`config.mk`:
```
export PLATFORM = sky130hd
export DESIGN_NAME = esc_selector
export DESIGN_NICKNAME = d
export VERILOG_FILES = /design/src/esc_pkg.sv /design/src/esc_event_mux.sv /design/src/esc_sel_reg.sv /design/src/esc_selector.sv
export SDC_FILE = /design/constraint.sdc
export NUM_CORES = 1
export LEC_CHECK = 0
export BUFFER_PORTS_ARGS = -buffer_cell sky130_fd_sc_hd__buf_2
export CAP_MARGIN = 15
export CORE_ASPECT_RATIO = 0.6
export CORE_MARGIN = 3
export CORE_UTILIZATION = 50
export DETAILED_ROUTE_END_ITERATION = 8
export MAX_ROUTING_LAYER = met4
export PLACE_DENSITY = 0.77
export RECOVER_POWER = 50
export SYNTH_ARGS = -nofsm -noshare
export SYNTH_HDL_FRONTEND = slang
export SYNTH_SLANG_ARGS = --single-unit
```
`constraint.sdc`:
```
create_clock -name pclk -period 1.8 [get_ports pclk]
set_clock_uncertainty 0.15 [all_clocks]
set_input_delay 0.27 -clock pclk [delete_from_list [all_inputs] [get_ports pclk]]
set_output_delay 0.27 -clock pclk [all_outputs]
set_load 0.1 [all_outputs]
```
`src/esc_pkg.sv`:
```
// Purpose: shared constants, types and helpers of the DMA event channel selector
// Assumes: one 32-bit APB slave; event inputs are pulses on pclk
// Notes:   every offset, field position and value after reset lives here
package esc_pkg;

  localparam int ESC_CHANNELS  = 16;
  localparam int ESC_CODE_W    = 6;
  localparam int ESC_FIELD_STR = 8;
  localparam int ESC_FIELDS    = 4;
  localparam int ESC_TABLE_W   = 16;
  localparam int ESC_CHAIN_LO  = 8;

  localparam logic [31:0] ESC_ADDR_MAP_0_3   = 32'h01A0FF00;
  localparam logic [31:0] ESC_ADDR_MAP_4_7   = 32'h01A0FF04;
  localparam logic [31:0] ESC_ADDR_HOLE      = 32'h01A0FF08;
  localparam logic [31:0] ESC_ADDR_MAP_12_15 = 32'h01A0FF0C;

  localparam logic [31:0] ESC_RST_MAP_0_3   = 32'h03020100;
  localparam logic [31:0] ESC_RST_MAP_4_7   = 32'h07060504;
  localparam logic [31:0] ESC_RST_MAP_12_15 = 32'h0F0E0D0C;
  localparam logic [31:0] ESC_RESV_MASK     = 32'hC0C0C0C0;

  localparam logic [5:0] ESC_CODE_HOST_DOORBELL = 6'h00;
  localparam logic [5:0] ESC_CODE_TIMER0        = 6'h01;
  localparam logic [5:0] ESC_CODE_TIMER1        = 6'h02;
  localparam logic [5:0] ESC_CODE_MEMIF         = 6'h03;
  localparam logic [5:0] ESC_CODE_GPIO4         = 6'h04;
  localparam logic [5:0] ESC_CODE_GPIO5         = 6'h05;
  localparam logic [5:0] ESC_CODE_GPIO6         = 6'h06;
  localparam logic [5:0] ESC_CODE_GPIO7         = 6'h07;
  localparam logic [5:0] ESC_CODE_RESV_8        = 6'h08;
  localparam logic [5:0] ESC_CODE_GPIO2         = 6'h0A;
  localparam logic [5:0] ESC_CODE_SER0_TX       = 6'h0C;
  localparam logic [5:0] ESC_CODE_SER0_RX       = 6'h0D;
  localparam logic [5:0] ESC_CODE_SER1_TX       = 6'h0E;
  localparam logic [5:0] ESC_CODE_SER1_RX       = 6'h0F;
  localparam logic [5:0] ESC_CODE_TABLE_END     = 6'h10;

  typedef enum logic [1:0] {
    ESC_REG_0_3,
    ESC_REG_4_7,
    ESC_REG_12_15,
    ESC_REG_NONE
  } esc_reg_e;

  typedef struct packed {
    logic host_doorbell_event;
    logic timer0_event;
    logic timer1_event;
    logic memory_interface_event;
    logic gpio_pin4_event;
    logic gpio_pin5_event;
    logic gpio_pin6_event;
    logic gpio_pin7_event;
    logic gpio_pin2_event;
    logic serial0_transmit_event;
    logic serial0_receive_event;
    logic serial1_transmit_event;
    logic serial1_receive_event;
  } esc_events_s;

  typedef struct packed {
    logic chain_complete_11;
    logic chain_complete_10;
    logic chain_complete_9;
    logic chain_complete_8;
  } esc_chain_s;

  function automatic esc_reg_e esc_decode(input logic [31:0] addr);
    esc_reg_e r;
    case (addr)
      ESC_ADDR_MAP_0_3:   r = ESC_REG_0_3;
      ESC_ADDR_MAP_4_7:   r = ESC_REG_4_7;
      ESC_ADDR_MAP_12_15: r = ESC_REG_12_15;
      default:            r = ESC_REG_NONE;
    endcase
    return r;
  endfunction

  // reserved codes keep their table slot at zero
  function automatic logic [15:0] esc_event_table(input esc_events_s ev);
    logic [15:0] v;
    v = 16'h0000;
    v[ESC_CODE_HOST_DOORBELL[3:0]] = ev.host_doorbell_event;
    v[ESC_CODE_TIMER0[3:0]]        = ev.timer0_event;
    v[ESC_CODE_TIMER1[3:0]]        = ev.timer1_event;
    v[ESC_CODE_MEMIF[3:0]]         = ev.memory_interface_event;
    v[ESC_CODE_GPIO4[3:0]]         = ev.gpio_pin4_event;
    v[ESC_CODE_GPIO5[3:0]]         = ev.gpio_pin5_event;
    v[ESC_CODE_GPIO6[3:0]]         = ev.gpio_pin6_event;
    v[ESC_CODE_GPIO7[3:0]]         = ev.gpio_pin7_event;
    v[ESC_CODE_GPIO2[3:0]]         = ev.gpio_pin2_event;
    v[ESC_CODE_SER0_TX[3:0]]       = ev.serial0_transmit_event;
    v[ESC_CODE_SER0_RX[3:0]]       = ev.serial0_receive_event;
    v[ESC_CODE_SER1_TX[3:0]]       = ev.serial1_transmit_event;
    v[ESC_CODE_SER1_RX[3:0]]       = ev.serial1_receive_event;
    return v;
  endfunction

endpackage

```
`src/esc_event_mux.sv`:
```
// Purpose: picks one event from the code table for one channel
// Assumes: table built by esc_pkg::esc_event_table
// Notes:   purely combinational; the caller registers the result
`timescale 1ns/1ps
module esc_event_mux (
  // selection
  input  wire logic [5:0]  code,
  input  wire logic [15:0] table_vec,
  // result
  output logic             hit
);

  // codes at or above the table end never fire
  always_comb begin
    if (code < esc_pkg::ESC_CODE_TABLE_END) begin
      hit = table_vec[code[3:0]];
    end else begin
      hit = 1'b0;
    end
  end

endmodule

```
`src/esc_sel_reg.sv`:
```
// Purpose: one selector register of four 6-bit channel code fields
// Assumes: one byte strobe per field
// Notes:   reserved bits are not stored and read as zero
`timescale 1ns/1ps
module esc_sel_reg #(
  parameter logic [31:0] RST_VAL = 32'h00000000
) (
  // clock and reset
  input  wire logic        pclk,
  input  wire logic        presetn,
  // write port
  input  wire logic        wr_en,
  input  wire logic [3:0]  wr_strb,
  input  wire logic [31:0] wr_data,
  // contents
  output logic [31:0]      q
);

  typedef struct packed {
    logic [3:0][5:0] code;
  } esc_sel_s;

  esc_sel_s s_reg;
  esc_sel_s s_next;

  always_comb begin
    s_next = s_reg;
    for (int i = 0; i < esc_pkg::ESC_FIELDS; i++) begin
      if (wr_en && wr_strb[i]) begin
        s_next.code[i] = wr_data[i*esc_pkg::ESC_FIELD_STR +: esc_pkg::ESC_CODE_W];
      end
    end
  end

  always_ff @(posedge pclk or negedge presetn) begin
    if (!presetn) begin
      for (int i = 0; i < esc_pkg::ESC_FIELDS; i++) begin
        s_reg.code[i] <= RST_VAL[i*esc_pkg::ESC_FIELD_STR +: esc_pkg::ESC_CODE_W];
      end
    end else begin
      s_reg <= s_next;
    end
  end

  always_comb begin
    q = 32'h00000000;
    for (int i = 0; i < esc_pkg::ESC_FIELDS; i++) begin
      q[i*esc_pkg::ESC_FIELD_STR +: esc_pkg::ESC_CODE_W] = s_reg.code[i];
    end
  end

endmodule

```
`src/esc_selector.sv`:
```
// Purpose: routes peripheral events and chain completions onto sixteen DMA channel triggers
// Assumes: APB4 slave with byte strobes, zero wait states; events are pulses on pclk
// Notes:   triggers lag the event by one pclk cycle
//
// The APB slave port was left to the implementer.
`timescale 1ns/1ps
module esc_selector (
  // clock and reset
  input  wire logic               pclk,
  input  wire logic               presetn,
  // apb slave
  input  wire logic               psel,
  input  wire logic               penable,
  input  wire logic               pwrite,
  input  wire logic [31:0]        paddr,
  input  wire logic [31:0]        pwdata,
  input  wire logic [3:0]         pstrb,
  output logic [31:0]             prdata,
  output logic                    pready,
  output logic                    pslverr,
  // event sources
  input  wire esc_pkg::esc_events_s events,
  input  wire esc_pkg::esc_chain_s  chain,
  // dma channel triggers
  output logic [15:0]             channel_trigger
);

  typedef struct packed {
    logic [31:0] prdata;
    logic        slverr;
    logic [15:0] trig;
    logic [2:0]  wr_seen;
  } esc_state_s;

  esc_state_s s_reg;
  esc_state_s s_next;

  logic [31:0]           q_0_3;
  logic [31:0]           q_4_7;
  logic [31:0]           q_12_15;
  logic [15:0]           table_vec;
  logic [15:0]           route;
  logic [2:0]            wr_en;
  logic                  setup;
  logic                  access;
  esc_pkg::esc_reg_e     idx;
  logic [3:0][5:0]       code_lo;
  logic [3:0][5:0]       code_mid;
  logic [3:0][5:0]       code_hi;

  assign setup  = psel && !penable;
  assign access = psel && penable;
  assign idx    = esc_pkg::esc_decode(paddr);

  // no wait states: every access ends in its first access cycle
  assign pready = 1'b1;

  // write lands on the access edge only; unmapped writes are dropped
  assign wr_en[0] = access && pwrite && (idx == esc_pkg::ESC_REG_0_3);
  assign wr_en[1] = access && pwrite && (idx == esc_pkg::ESC_REG_4_7);
  assign wr_en[2] = access && pwrite && (idx == esc_pkg::ESC_REG_12_15);

  esc_sel_reg #(
    .RST_VAL (esc_pkg::ESC_RST_MAP_0_3)
  ) u_map_0_3 (
    .pclk    (pclk),
    .presetn (presetn),
    .wr_en   (wr_en[0]),
    .wr_strb (pstrb),
    .wr_data (pwdata),
    .q       (q_0_3)
  );

  esc_sel_reg #(
    .RST_VAL (esc_pkg::ESC_RST_MAP_4_7)
  ) u_map_4_7 (
    .pclk    (pclk),
    .presetn (presetn),
    .wr_en   (wr_en[1]),
    .wr_strb (pstrb),
    .wr_data (pwdata),
    .q       (q_4_7)
  );

  esc_sel_reg #(
    .RST_VAL (esc_pkg::ESC_RST_MAP_12_15)
  ) u_map_12_15 (
    .pclk    (pclk),
    .presetn (presetn),
    .wr_en   (wr_en[2]),
    .wr_strb (pstrb),
    .wr_data (pwdata),
    .q       (q_12_15)
  );

  assign table_vec = esc_pkg::esc_event_table(events);

  // field i of each register drives the i-th channel of its group
  always_comb begin
    for (int i = 0; i < esc_pkg::ESC_FIELDS; i++) begin
      code_lo[i]  = q_0_3[i*esc_pkg::ESC_FIELD_STR +: esc_pkg::ESC_CODE_W];
      code_mid[i] = q_4_7[i*esc_pkg::ESC_FIELD_STR +: esc_pkg::ESC_CODE_W];
      code_hi[i]  = q_12_15[i*esc_pkg::ESC_FIELD_STR +: esc_pkg::ESC_CODE_W];
    end
  end

  genvar g;
  generate
    for (g = 0; g < esc_pkg::ESC_FIELDS; g++) begin : g_mux
      esc_event_mux u_lo (
        .code      (code_lo[g]),
        .table_vec (table_vec),
        .hit       (route[g])
      );
      esc_event_mux u_mid (
        .code      (code_mid[g]),
        .table_vec (table_vec),
        .hit       (route[g+4])
      );
      esc_event_mux u_hi (
        .code      (code_hi[g]),
        .table_vec (table_vec),
        .hit       (route[g+12])
      );
    end
  endgenerate

  // chaining channels never pass through a selector
  assign route[11:8] = chain;

  always_comb begin
    s_next        = s_reg;
    s_next.trig   = route;
    s_next.wr_seen = s_reg.wr_seen | wr_en;
    // read data captured in setup so it is a flop during the access cycle
    if (setup) begin
      s_next.slverr = (idx == esc_pkg::ESC_REG_NONE);
      case (idx)
        esc_pkg::ESC_REG_0_3:   s_next.prdata = pwrite ? 32'h00000000 : q_0_3;
        esc_pkg::ESC_REG_4_7:   s_next.prdata = pwrite ? 32'h00000000 : q_4_7;
        esc_pkg::ESC_REG_12_15: s_next.prdata = pwrite ? 32'h00000000 : q_12_15;
        default:                s_next.prdata = 32'h00000000;
      endcase
    end else if (access) begin
      s_next.prdata = s_reg.prdata;
    end else begin
      s_next.prdata = 32'h00000000;
      s_next.slverr = 1'b0;
    end
  end

  always_ff @(posedge pclk or negedge presetn) begin
    if (!presetn) begin
      s_reg <= '0;
    end else begin
      s_reg <= s_next;
    end
  end

  assign prdata          = s_reg.prdata;
  assign pslverr         = s_reg.slverr && access;
  assign channel_trigger = s_reg.trig;

  a_chain_pass: assert property (
    @(posedge pclk) disable iff (!presetn)
    ##1 channel_trigger[11:8] == $past(chain))
    else $error("chain channel did not follow its completion input");

  a_hole_error: assert property (
    @(posedge pclk) disable iff (!presetn)
    (setup && paddr == esc_pkg::ESC_ADDR_HOLE) |=> (access && pslverr))
    else $error("access to the empty slot was not flagged");

  a_map_read: assert property (
    @(posedge pclk) disable iff (!presetn)
    (setup && !pwrite && paddr == esc_pkg::ESC_ADDR_MAP_12_15)
      |=> (prdata == q_12_15 && !pslverr))
    else $error("read of channels 12 to 15 returned wrong data");

  a_write_field: assert property (
    @(posedge pclk) disable iff (!presetn)
    (access && pwrite && paddr == esc_pkg::ESC_ADDR_MAP_4_7 && pstrb[2])
      |=> (q_4_7[21:16] == $past(pwdata[21:16])))
    else $error("write to channel 6 field did not land");

  a_strb_keep: assert property (
    @(posedge pclk) disable iff (!presetn)
    (access && pwrite && paddr == esc_pkg::ESC_ADDR_MAP_0_3 && !pstrb[3])
      |=> $stable(q_0_3[29:24]))
    else $error("unstrobed field of channel 3 changed");

  a_resv_zero: assert property (
    @(posedge pclk) disable iff (!presetn)
    ((q_0_3 | q_4_7 | q_12_15) & esc_pkg::ESC_RESV_MASK) == 32'h00000000)
    else $error("reserved selector bits are not zero");

  a_reset_lo: assert property (
    @(posedge pclk) disable iff (!presetn)
    !s_reg.wr_seen[0] |-> q_0_3 == esc_pkg::ESC_RST_MAP_0_3)
    else $error("channels 0 to 3 lost their reset mapping");

  a_reset_mid: assert property (
    @(posedge pclk) disable iff (!presetn)
    !s_reg.wr_seen[1] |-> q_4_7 == esc_pkg::ESC_RST_MAP_4_7)
    else $error("channels 4 to 7 lost their reset mapping");

  a_reset_hi: assert property (
    @(posedge pclk) disable iff (!presetn)
    !s_reg.wr_seen[2] |-> q_12_15 == esc_pkg::ESC_RST_MAP_12_15)
    else $error("channels 12 to 15 lost their reset mapping");

  a_timer_route: assert property (
    @(posedge pclk) disable iff (!presetn)
    (code_hi[3] == esc_pkg::ESC_CODE_TIMER0 && events.timer0_event)
      |=> channel_trigger[15])
    else $error("timer 0 event did not reach channel 15");

  a_serial_route: assert property (
    @(posedge pclk) disable iff (!presetn)
    (code_lo[0] == esc_pkg::ESC_CODE_SER1_RX)
      |=> channel_trigger[0] == $past(events.serial1_receive_event))
    else $error("serial 1 receive routing to channel 0 is wrong");

  a_gpio2_route: assert property (
    @(posedge pclk) disable iff (!presetn)
    (code_mid[0] == esc_pkg::ESC_CODE_GPIO2)
      |=> channel_trigger[4] == $past(events.gpio_pin2_event))
    else $error("gpio pin 2 routing to channel 4 is wrong");

  a_resv_code: assert property (
    @(posedge pclk) disable iff (!presetn)
    (code_hi[0] == esc_pkg::ESC_CODE_RESV_8 || code_hi[0] >= esc_pkg::ESC_CODE_TABLE_END)
      |=> !channel_trigger[12])
    else $error("reserved code produced a trigger on channel 12");

  a_trig_quiet: assert property (
    @(posedge pclk) disable iff (!presetn)
    (events == '0 && chain == '0)
      |=> channel_trigger == 16'h0000)
    else $error("a trigger fired with every source idle");

  a_read_lo: assert property (
    @(posedge pclk) disable iff (!presetn)
    (setup && !pwrite && paddr == esc_pkg::ESC_ADDR_MAP_0_3)
      |=> (prdata == q_0_3 && !pslverr))
    else $error("read of channels 0 to 3 returned wrong data");

  a_read_mid: assert property (
    @(posedge pclk) disable iff (!presetn)
    (setup && !pwrite && paddr == esc_pkg::ESC_ADDR_MAP_4_7)
      |=> (prdata == q_4_7 && !pslverr))
    else $error("read of channels 4 to 7 returned wrong data");

  a_err_mapped: assert property (
    @(posedge pclk) disable iff (!presetn)
    (setup && idx != esc_pkg::ESC_REG_NONE)
      |=> !pslverr)
    else $error("access to a mapped register was flagged");

  a_err_idle: assert property (
    @(posedge pclk) disable iff (!presetn)
    !access
      |-> !pslverr)
    else $error("error flag raised outside an access cycle");

  a_hole_keep: assert property (
    @(posedge pclk) disable iff (!presetn)
    (access && pwrite && paddr == esc_pkg::ESC_ADDR_HOLE)
      |=> ($stable(q_0_3) && $stable(q_4_7) && $stable(q_12_15)))
    else $error("write to the empty slot changed a selector");

  a_idle_keep: assert property (
    @(posedge pclk) disable iff (!presetn)
    !(access && pwrite)
      |=> ($stable(q_0_3) && $stable(q_4_7) && $stable(q_12_15)))
    else $error("selector changed without a write");

  a_write_lo: assert property (
    @(posedge pclk) disable iff (!presetn)
    (access && pwrite && paddr == esc_pkg::ESC_ADDR_MAP_0_3 && pstrb[0])
      |=> (q_0_3[5:0] == $past(pwdata[5:0])))
    else $error("write to channel 0 field did not land");

  a_write_hi: assert property (
    @(posedge pclk) disable iff (!presetn)
    (access && pwrite && paddr == esc_pkg::ESC_ADDR_MAP_12_15 && pstrb[3])
      |=> (q_12_15[29:24] == $past(pwdata[29:24])))
    else $error("write to channel 15 field did not land");

  a_strb_lo: assert property (
    @(posedge pclk) disable iff (!presetn)
    (access && pwrite && paddr == esc_pkg::ESC_ADDR_MAP_0_3 && !pstrb[1])
      |=> $stable(q_0_3[13:8]))
    else $error("unstrobed field of channel 1 changed");

  a_host_route: assert property (
    @(posedge pclk) disable iff (!presetn)
    (code_lo[1] == esc_pkg::ESC_CODE_HOST_DOORBELL)
      |=> channel_trigger[1] == $past(events.host_doorbell_event))
    else $error("doorbell routing to channel 1 is wrong");

  a_memif_route: assert property (
    @(posedge pclk) disable iff (!presetn)
    (code_mid[3] == esc_pkg::ESC_CODE_MEMIF)
      |=> channel_trigger[7] == $past(events.memory_interface_event))
    else $error("memory interface routing to channel 7 is wrong");

  a_ser0_route: assert property (
    @(posedge pclk) disable iff (!presetn)
    (code_mid[1] == esc_pkg::ESC_CODE_SER0_TX)
      |=> channel_trigger[5] == $past(events.serial0_transmit_event))
    else $error("serial 0 transmit routing to channel 5 is wrong");

  a_gpio4_route: assert property (
    @(posedge pclk) disable iff (!presetn)
    (code_hi[2] == esc_pkg::ESC_CODE_GPIO4)
      |=> channel_trigger[14] == $past(events.gpio_pin4_event))
    else $error("gpio pin 4 routing to channel 14 is wrong");

  a_gpio7_route: assert property (
    @(posedge pclk) disable iff (!presetn)
    (code_lo[3] == esc_pkg::ESC_CODE_GPIO7)
      |=> channel_trigger[3] == $past(events.gpio_pin7_event))
    else $error("gpio pin 7 routing to channel 3 is wrong");

  a_resv_lo: assert property (
    @(posedge pclk) disable iff (!presetn)
    (code_lo[2] == esc_pkg::ESC_CODE_RESV_8 || code_lo[2] >= esc_pkg::ESC_CODE_TABLE_END)
      |=> !channel_trigger[2])
    else $error("reserved code produced a trigger on channel 2");

  a_resv_mid: assert property (
    @(posedge pclk) disable iff (!presetn)
    (code_mid[3] == esc_pkg::ESC_CODE_RESV_8 || code_mid[3] >= esc_pkg::ESC_CODE_TABLE_END)
      |=> !channel_trigger[7])
    else $error("reserved code produced a trigger on channel 7");

endmodule

```
==> results.md <==
* Status: finished clean
* Fin crit share at 0.983
* Worst-Margin Slew at 0.623 ns
* Vias in the first global route at 5401
* Design Power at 0.00666 W
* CP Launch Type: flop
* Clk root buf: clkbuf_16
* Largest family of logic cells by synthesized area: multiplexers
* Largest net degree at the start of global routing at 51
* Post-DRT Antenna Nets at 0
* DRT Pass-1 Iters at 5
* Delay-heaviest family, CP: flip-flops
* Core area at 12500 sq um
* Peak VDD IR at around 0.58 mV
* # rows at 31
* N_diodes at 0
* Sequential fraction of the synthesis area at 0.432
* Slowest Stage Delay on Critical Path at 0.57 ns
* Layout filler cell count at approximately 910
* Syn-to-layout area delta at 26.3%
* Count of cell types in the netlist at 34
* H-tree depth at 4
* GPL Wtd Cong at 0.861
* Area share of xor/xnor cells in the synthesized design at 0
* Clock tree buffer depth at 2
* # IOs at 140
* Max Clock Freq at 565 MHz
* Crit path capture type: flop
* Mux share of post-synthesis cell area at 0.285
* Met3 Use GR at 0.0703
* Post-synth top flop: dfrtp_1
* Worst path buffer plus inverter count at 0
* Routed wire length at 18300 um
* Crit path max fanout at 4
* Drt drc at 0
* CTS sink cnt at about 110
* Met2 Track Usage GR at 0.405
* Post-Synth Adder-Cell Area at 0
* Initial antenna violation count at 0
* Ys Warns at 0
* Cell Pwr Density at 798 nW/um^2
* Syn_area_per_cell at about 12 sq um
* Busiest metal layer after global routing: met2
* Crit-path cells: mux4_2, nor2b_1, a211oi_2, nor4_2
* Slew margin rel. at 0.585
* Initial DRC Count at 472
* Num CTS Buffers at 17
* Post-Synth Simple-Gate Area at 0.138
* Critical path arrival at 1.91 ns
* Synthesized instance count at 530
* # Max-Cap Violations at 0
* RSZ-0062 raised after global routing: yes
* Share of layout cells above drive strength 1 at 0.520
* Cell area after synthesis at 6610 sq um
* Die area at 14700 sq um
* Critical path class: reg -> reg
* Placed Cells at roughly 790
* Met1 track demand over resource at 0.363
* Synthesized flop and latch total at ~110
* Nets at about 760
* Post-detail-place hpwl at roughly 13000 um
* Via Count at 5032
* Wire per inst at approximately 22 um
* Die Y at 95.1 um
* Starting Density at 0.530
* Final Hold Fails at 0
* Vias per cell at 5.93
* Setup TNS at 0 ns
* Worst-Skew Late Latency at between 0.4 and 0.5 ns
* EDFF count, synth at 0
* Grt ovf at 0
* Final Max Slew Viols at 0
* Global-route wire length before repair at between 20000 and 30000 um
* Die Wd at 154 um
* Tot GR Track Use at 0.272
* Port Buffers at 122
* TritonCTS clock tree: built
* Crit path max-delay cell type: dfstp_2
* Minimum clock period at 1.77 ns
* Post-route insts no fill at 848
* Complex-gate fraction of the synthesized area at 0.0692
* Critical Path RT at 1.94 ns
* Async set or reset register ratio after synthesis at 1.00
* Clock-pin slew on the worst setup and hold paths at 0.05 ns
* Worst hold path type: in -> reg
* Setup Viol. Count Final at 0
* Leakage at 3.82 nW
## per-layer routing
metal / part of all wire / wire length, um
met1: 0.43 / 7960
met4: 0.027 / 498
met5: 0 / 0
met3: 0.091 / 1670
met2: 0.45 / 8170
## worst register-to-register path: cells and delay by family, from the launching register on
family / cells / cell delay, ns
AO/OA/AOI/OAI: 1 / 0.20
flip-flops: 1 / 0.57
multiplexers: 1 / 0.49
AND/OR/NAND/NOR: 2 / 0.25
## synth_stat cells, types with 13 or more instances
| cell type | count | area share |
|---|---|---|
| dfstp_2 | 24 | 0.095 |
| buf_4 | 49 | 0.056 |
| nand2_1 | 25 | 0.014 |
| nor4_4 | 14 | 0.045 |
| nor2_1 | 25 | 0.014 |
| clkbuf_1 | 25 | 0.014 |
| mux4_2 | 36 | 0.12 |
| mux2_2 | 66 | 0.11 |
| o21ai_0 | 35 | 0.026 |
| nor2b_1 | 13 | 0.012 |
| mux2i_1 | 24 | 0.036 |
| dfrtp_1 | 89 | 0.34 |
| a21oi_1 | 36 | 0.027 |
## repair_timing
item / 4_1_cts / 5_1_grt
hold buffers: 24 / 0
buffers inserted: 0 / 1
resized for setup: 3 / 10
hold endpoints to repair: 120 / 0
pin swaps: 1 / 7
setup endpoints to repair: 4 / 14
cloned: 0 / 0
## kinds of logic after synthesis
family                 Yosys count
multiplexers                   132
AND/OR/NAND/NOR                120
flip-flops                     113
AO/OA/AOI/OAI                   85
buffers and inverters           78
other                            2
## through the flow
step | instance area (sq um) | hold WS (ns) | setup slack (ns) | util
2_1_floorplan | 6780 | -0.176 | -0.316 | -
3_3_place_gp | 7500 | 0.0404 | -0.319 | 0.600
3_5_place_dp | 7500 | 0.0532 | -0.385 | 0.600
4_1_cts | 8330 | 0.00279 | 0.0179 | 0.667
5_1_grt | 8350 | 0.000753 | -0.0203 | 0.669
6_report | 8350 | 0.0198 | 0.0307 | 0.669
## layout make-up
type | count | area (sq um) | area share
well taps | 165 | 206 | 0.0247
clock inverters | 6 | 105 | 0.0126
flip-flops and latches | 113 | 2860 | 0.342
clock buffers | 25 | 475 | 0.0569
repair buffers | 193 | 1260 | 0.151
multi-input cells | 346 | 3440 | 0.412
## report_power, final
| part | total, W | switching (W) | internal (W) |
|---|---|---|---|
| logic | 0.000761 | 0.000532 | 0.000229 |
| clock network | 0.00333 | 0.00110 | 0.00223 |
| registers | 0.00257 | 0.00000469 | 0.00257 |
| total | 0.00666 | 0.00164 | 0.00503 |
## worst paths after layout
| path | depth (start not counted) | endpoint | start | slack, ns |
|---|---|---|---|---|
| max | 4 | channel_trigger[13]$_DFF_PN0_ | u_map_12_15.q[8]$_DFFE_PN1P_ | 0.03 |
| min | 2 | u_map_12_15.q[20]$_DFFE_PN0P_ | pwdata[20] | 0.02 |
| max reg2reg | 4 | channel_trigger[13]$_DFF_PN0_ | u_map_12_15.q[8]$_DFFE_PN1P_ | 0.03 |
| min reg2reg | 2 | prdata[26]$_DFFE_PN0P_ | prdata[26]$_DFFE_PN0P_ | 0.32 |
| max in group asynchronous | 3 | u_map_12_15.q[2]$_DFFE_PN1P_ | presetn | 0.29 |
| min in group asynchronous | 2 | channel_trigger[11]$_DFF_PN0_ | presetn | 0.27 |
## layout by cell type, fill, tap and decap left out, types with 8 or more instances in the layout
cell type,instances
a211oi_1,8
a21oi_1,36
buf_2,108
buf_4,38
clkbuf_16,17
clkbuf_2,14
conb_1,9
dfrtp_1,87
dfstp_2,24
dlygate4sd3_1,24
mux2_2,34
mux2_4,38
mux2i_1,24
mux4_2,36
nand2_1,24
nand3b_1,12
nor2_1,25
nor2b_1,13
nor4_1,11
nor4_4,14
o21ai_0,35
Power figures use the tool's default switching activity.
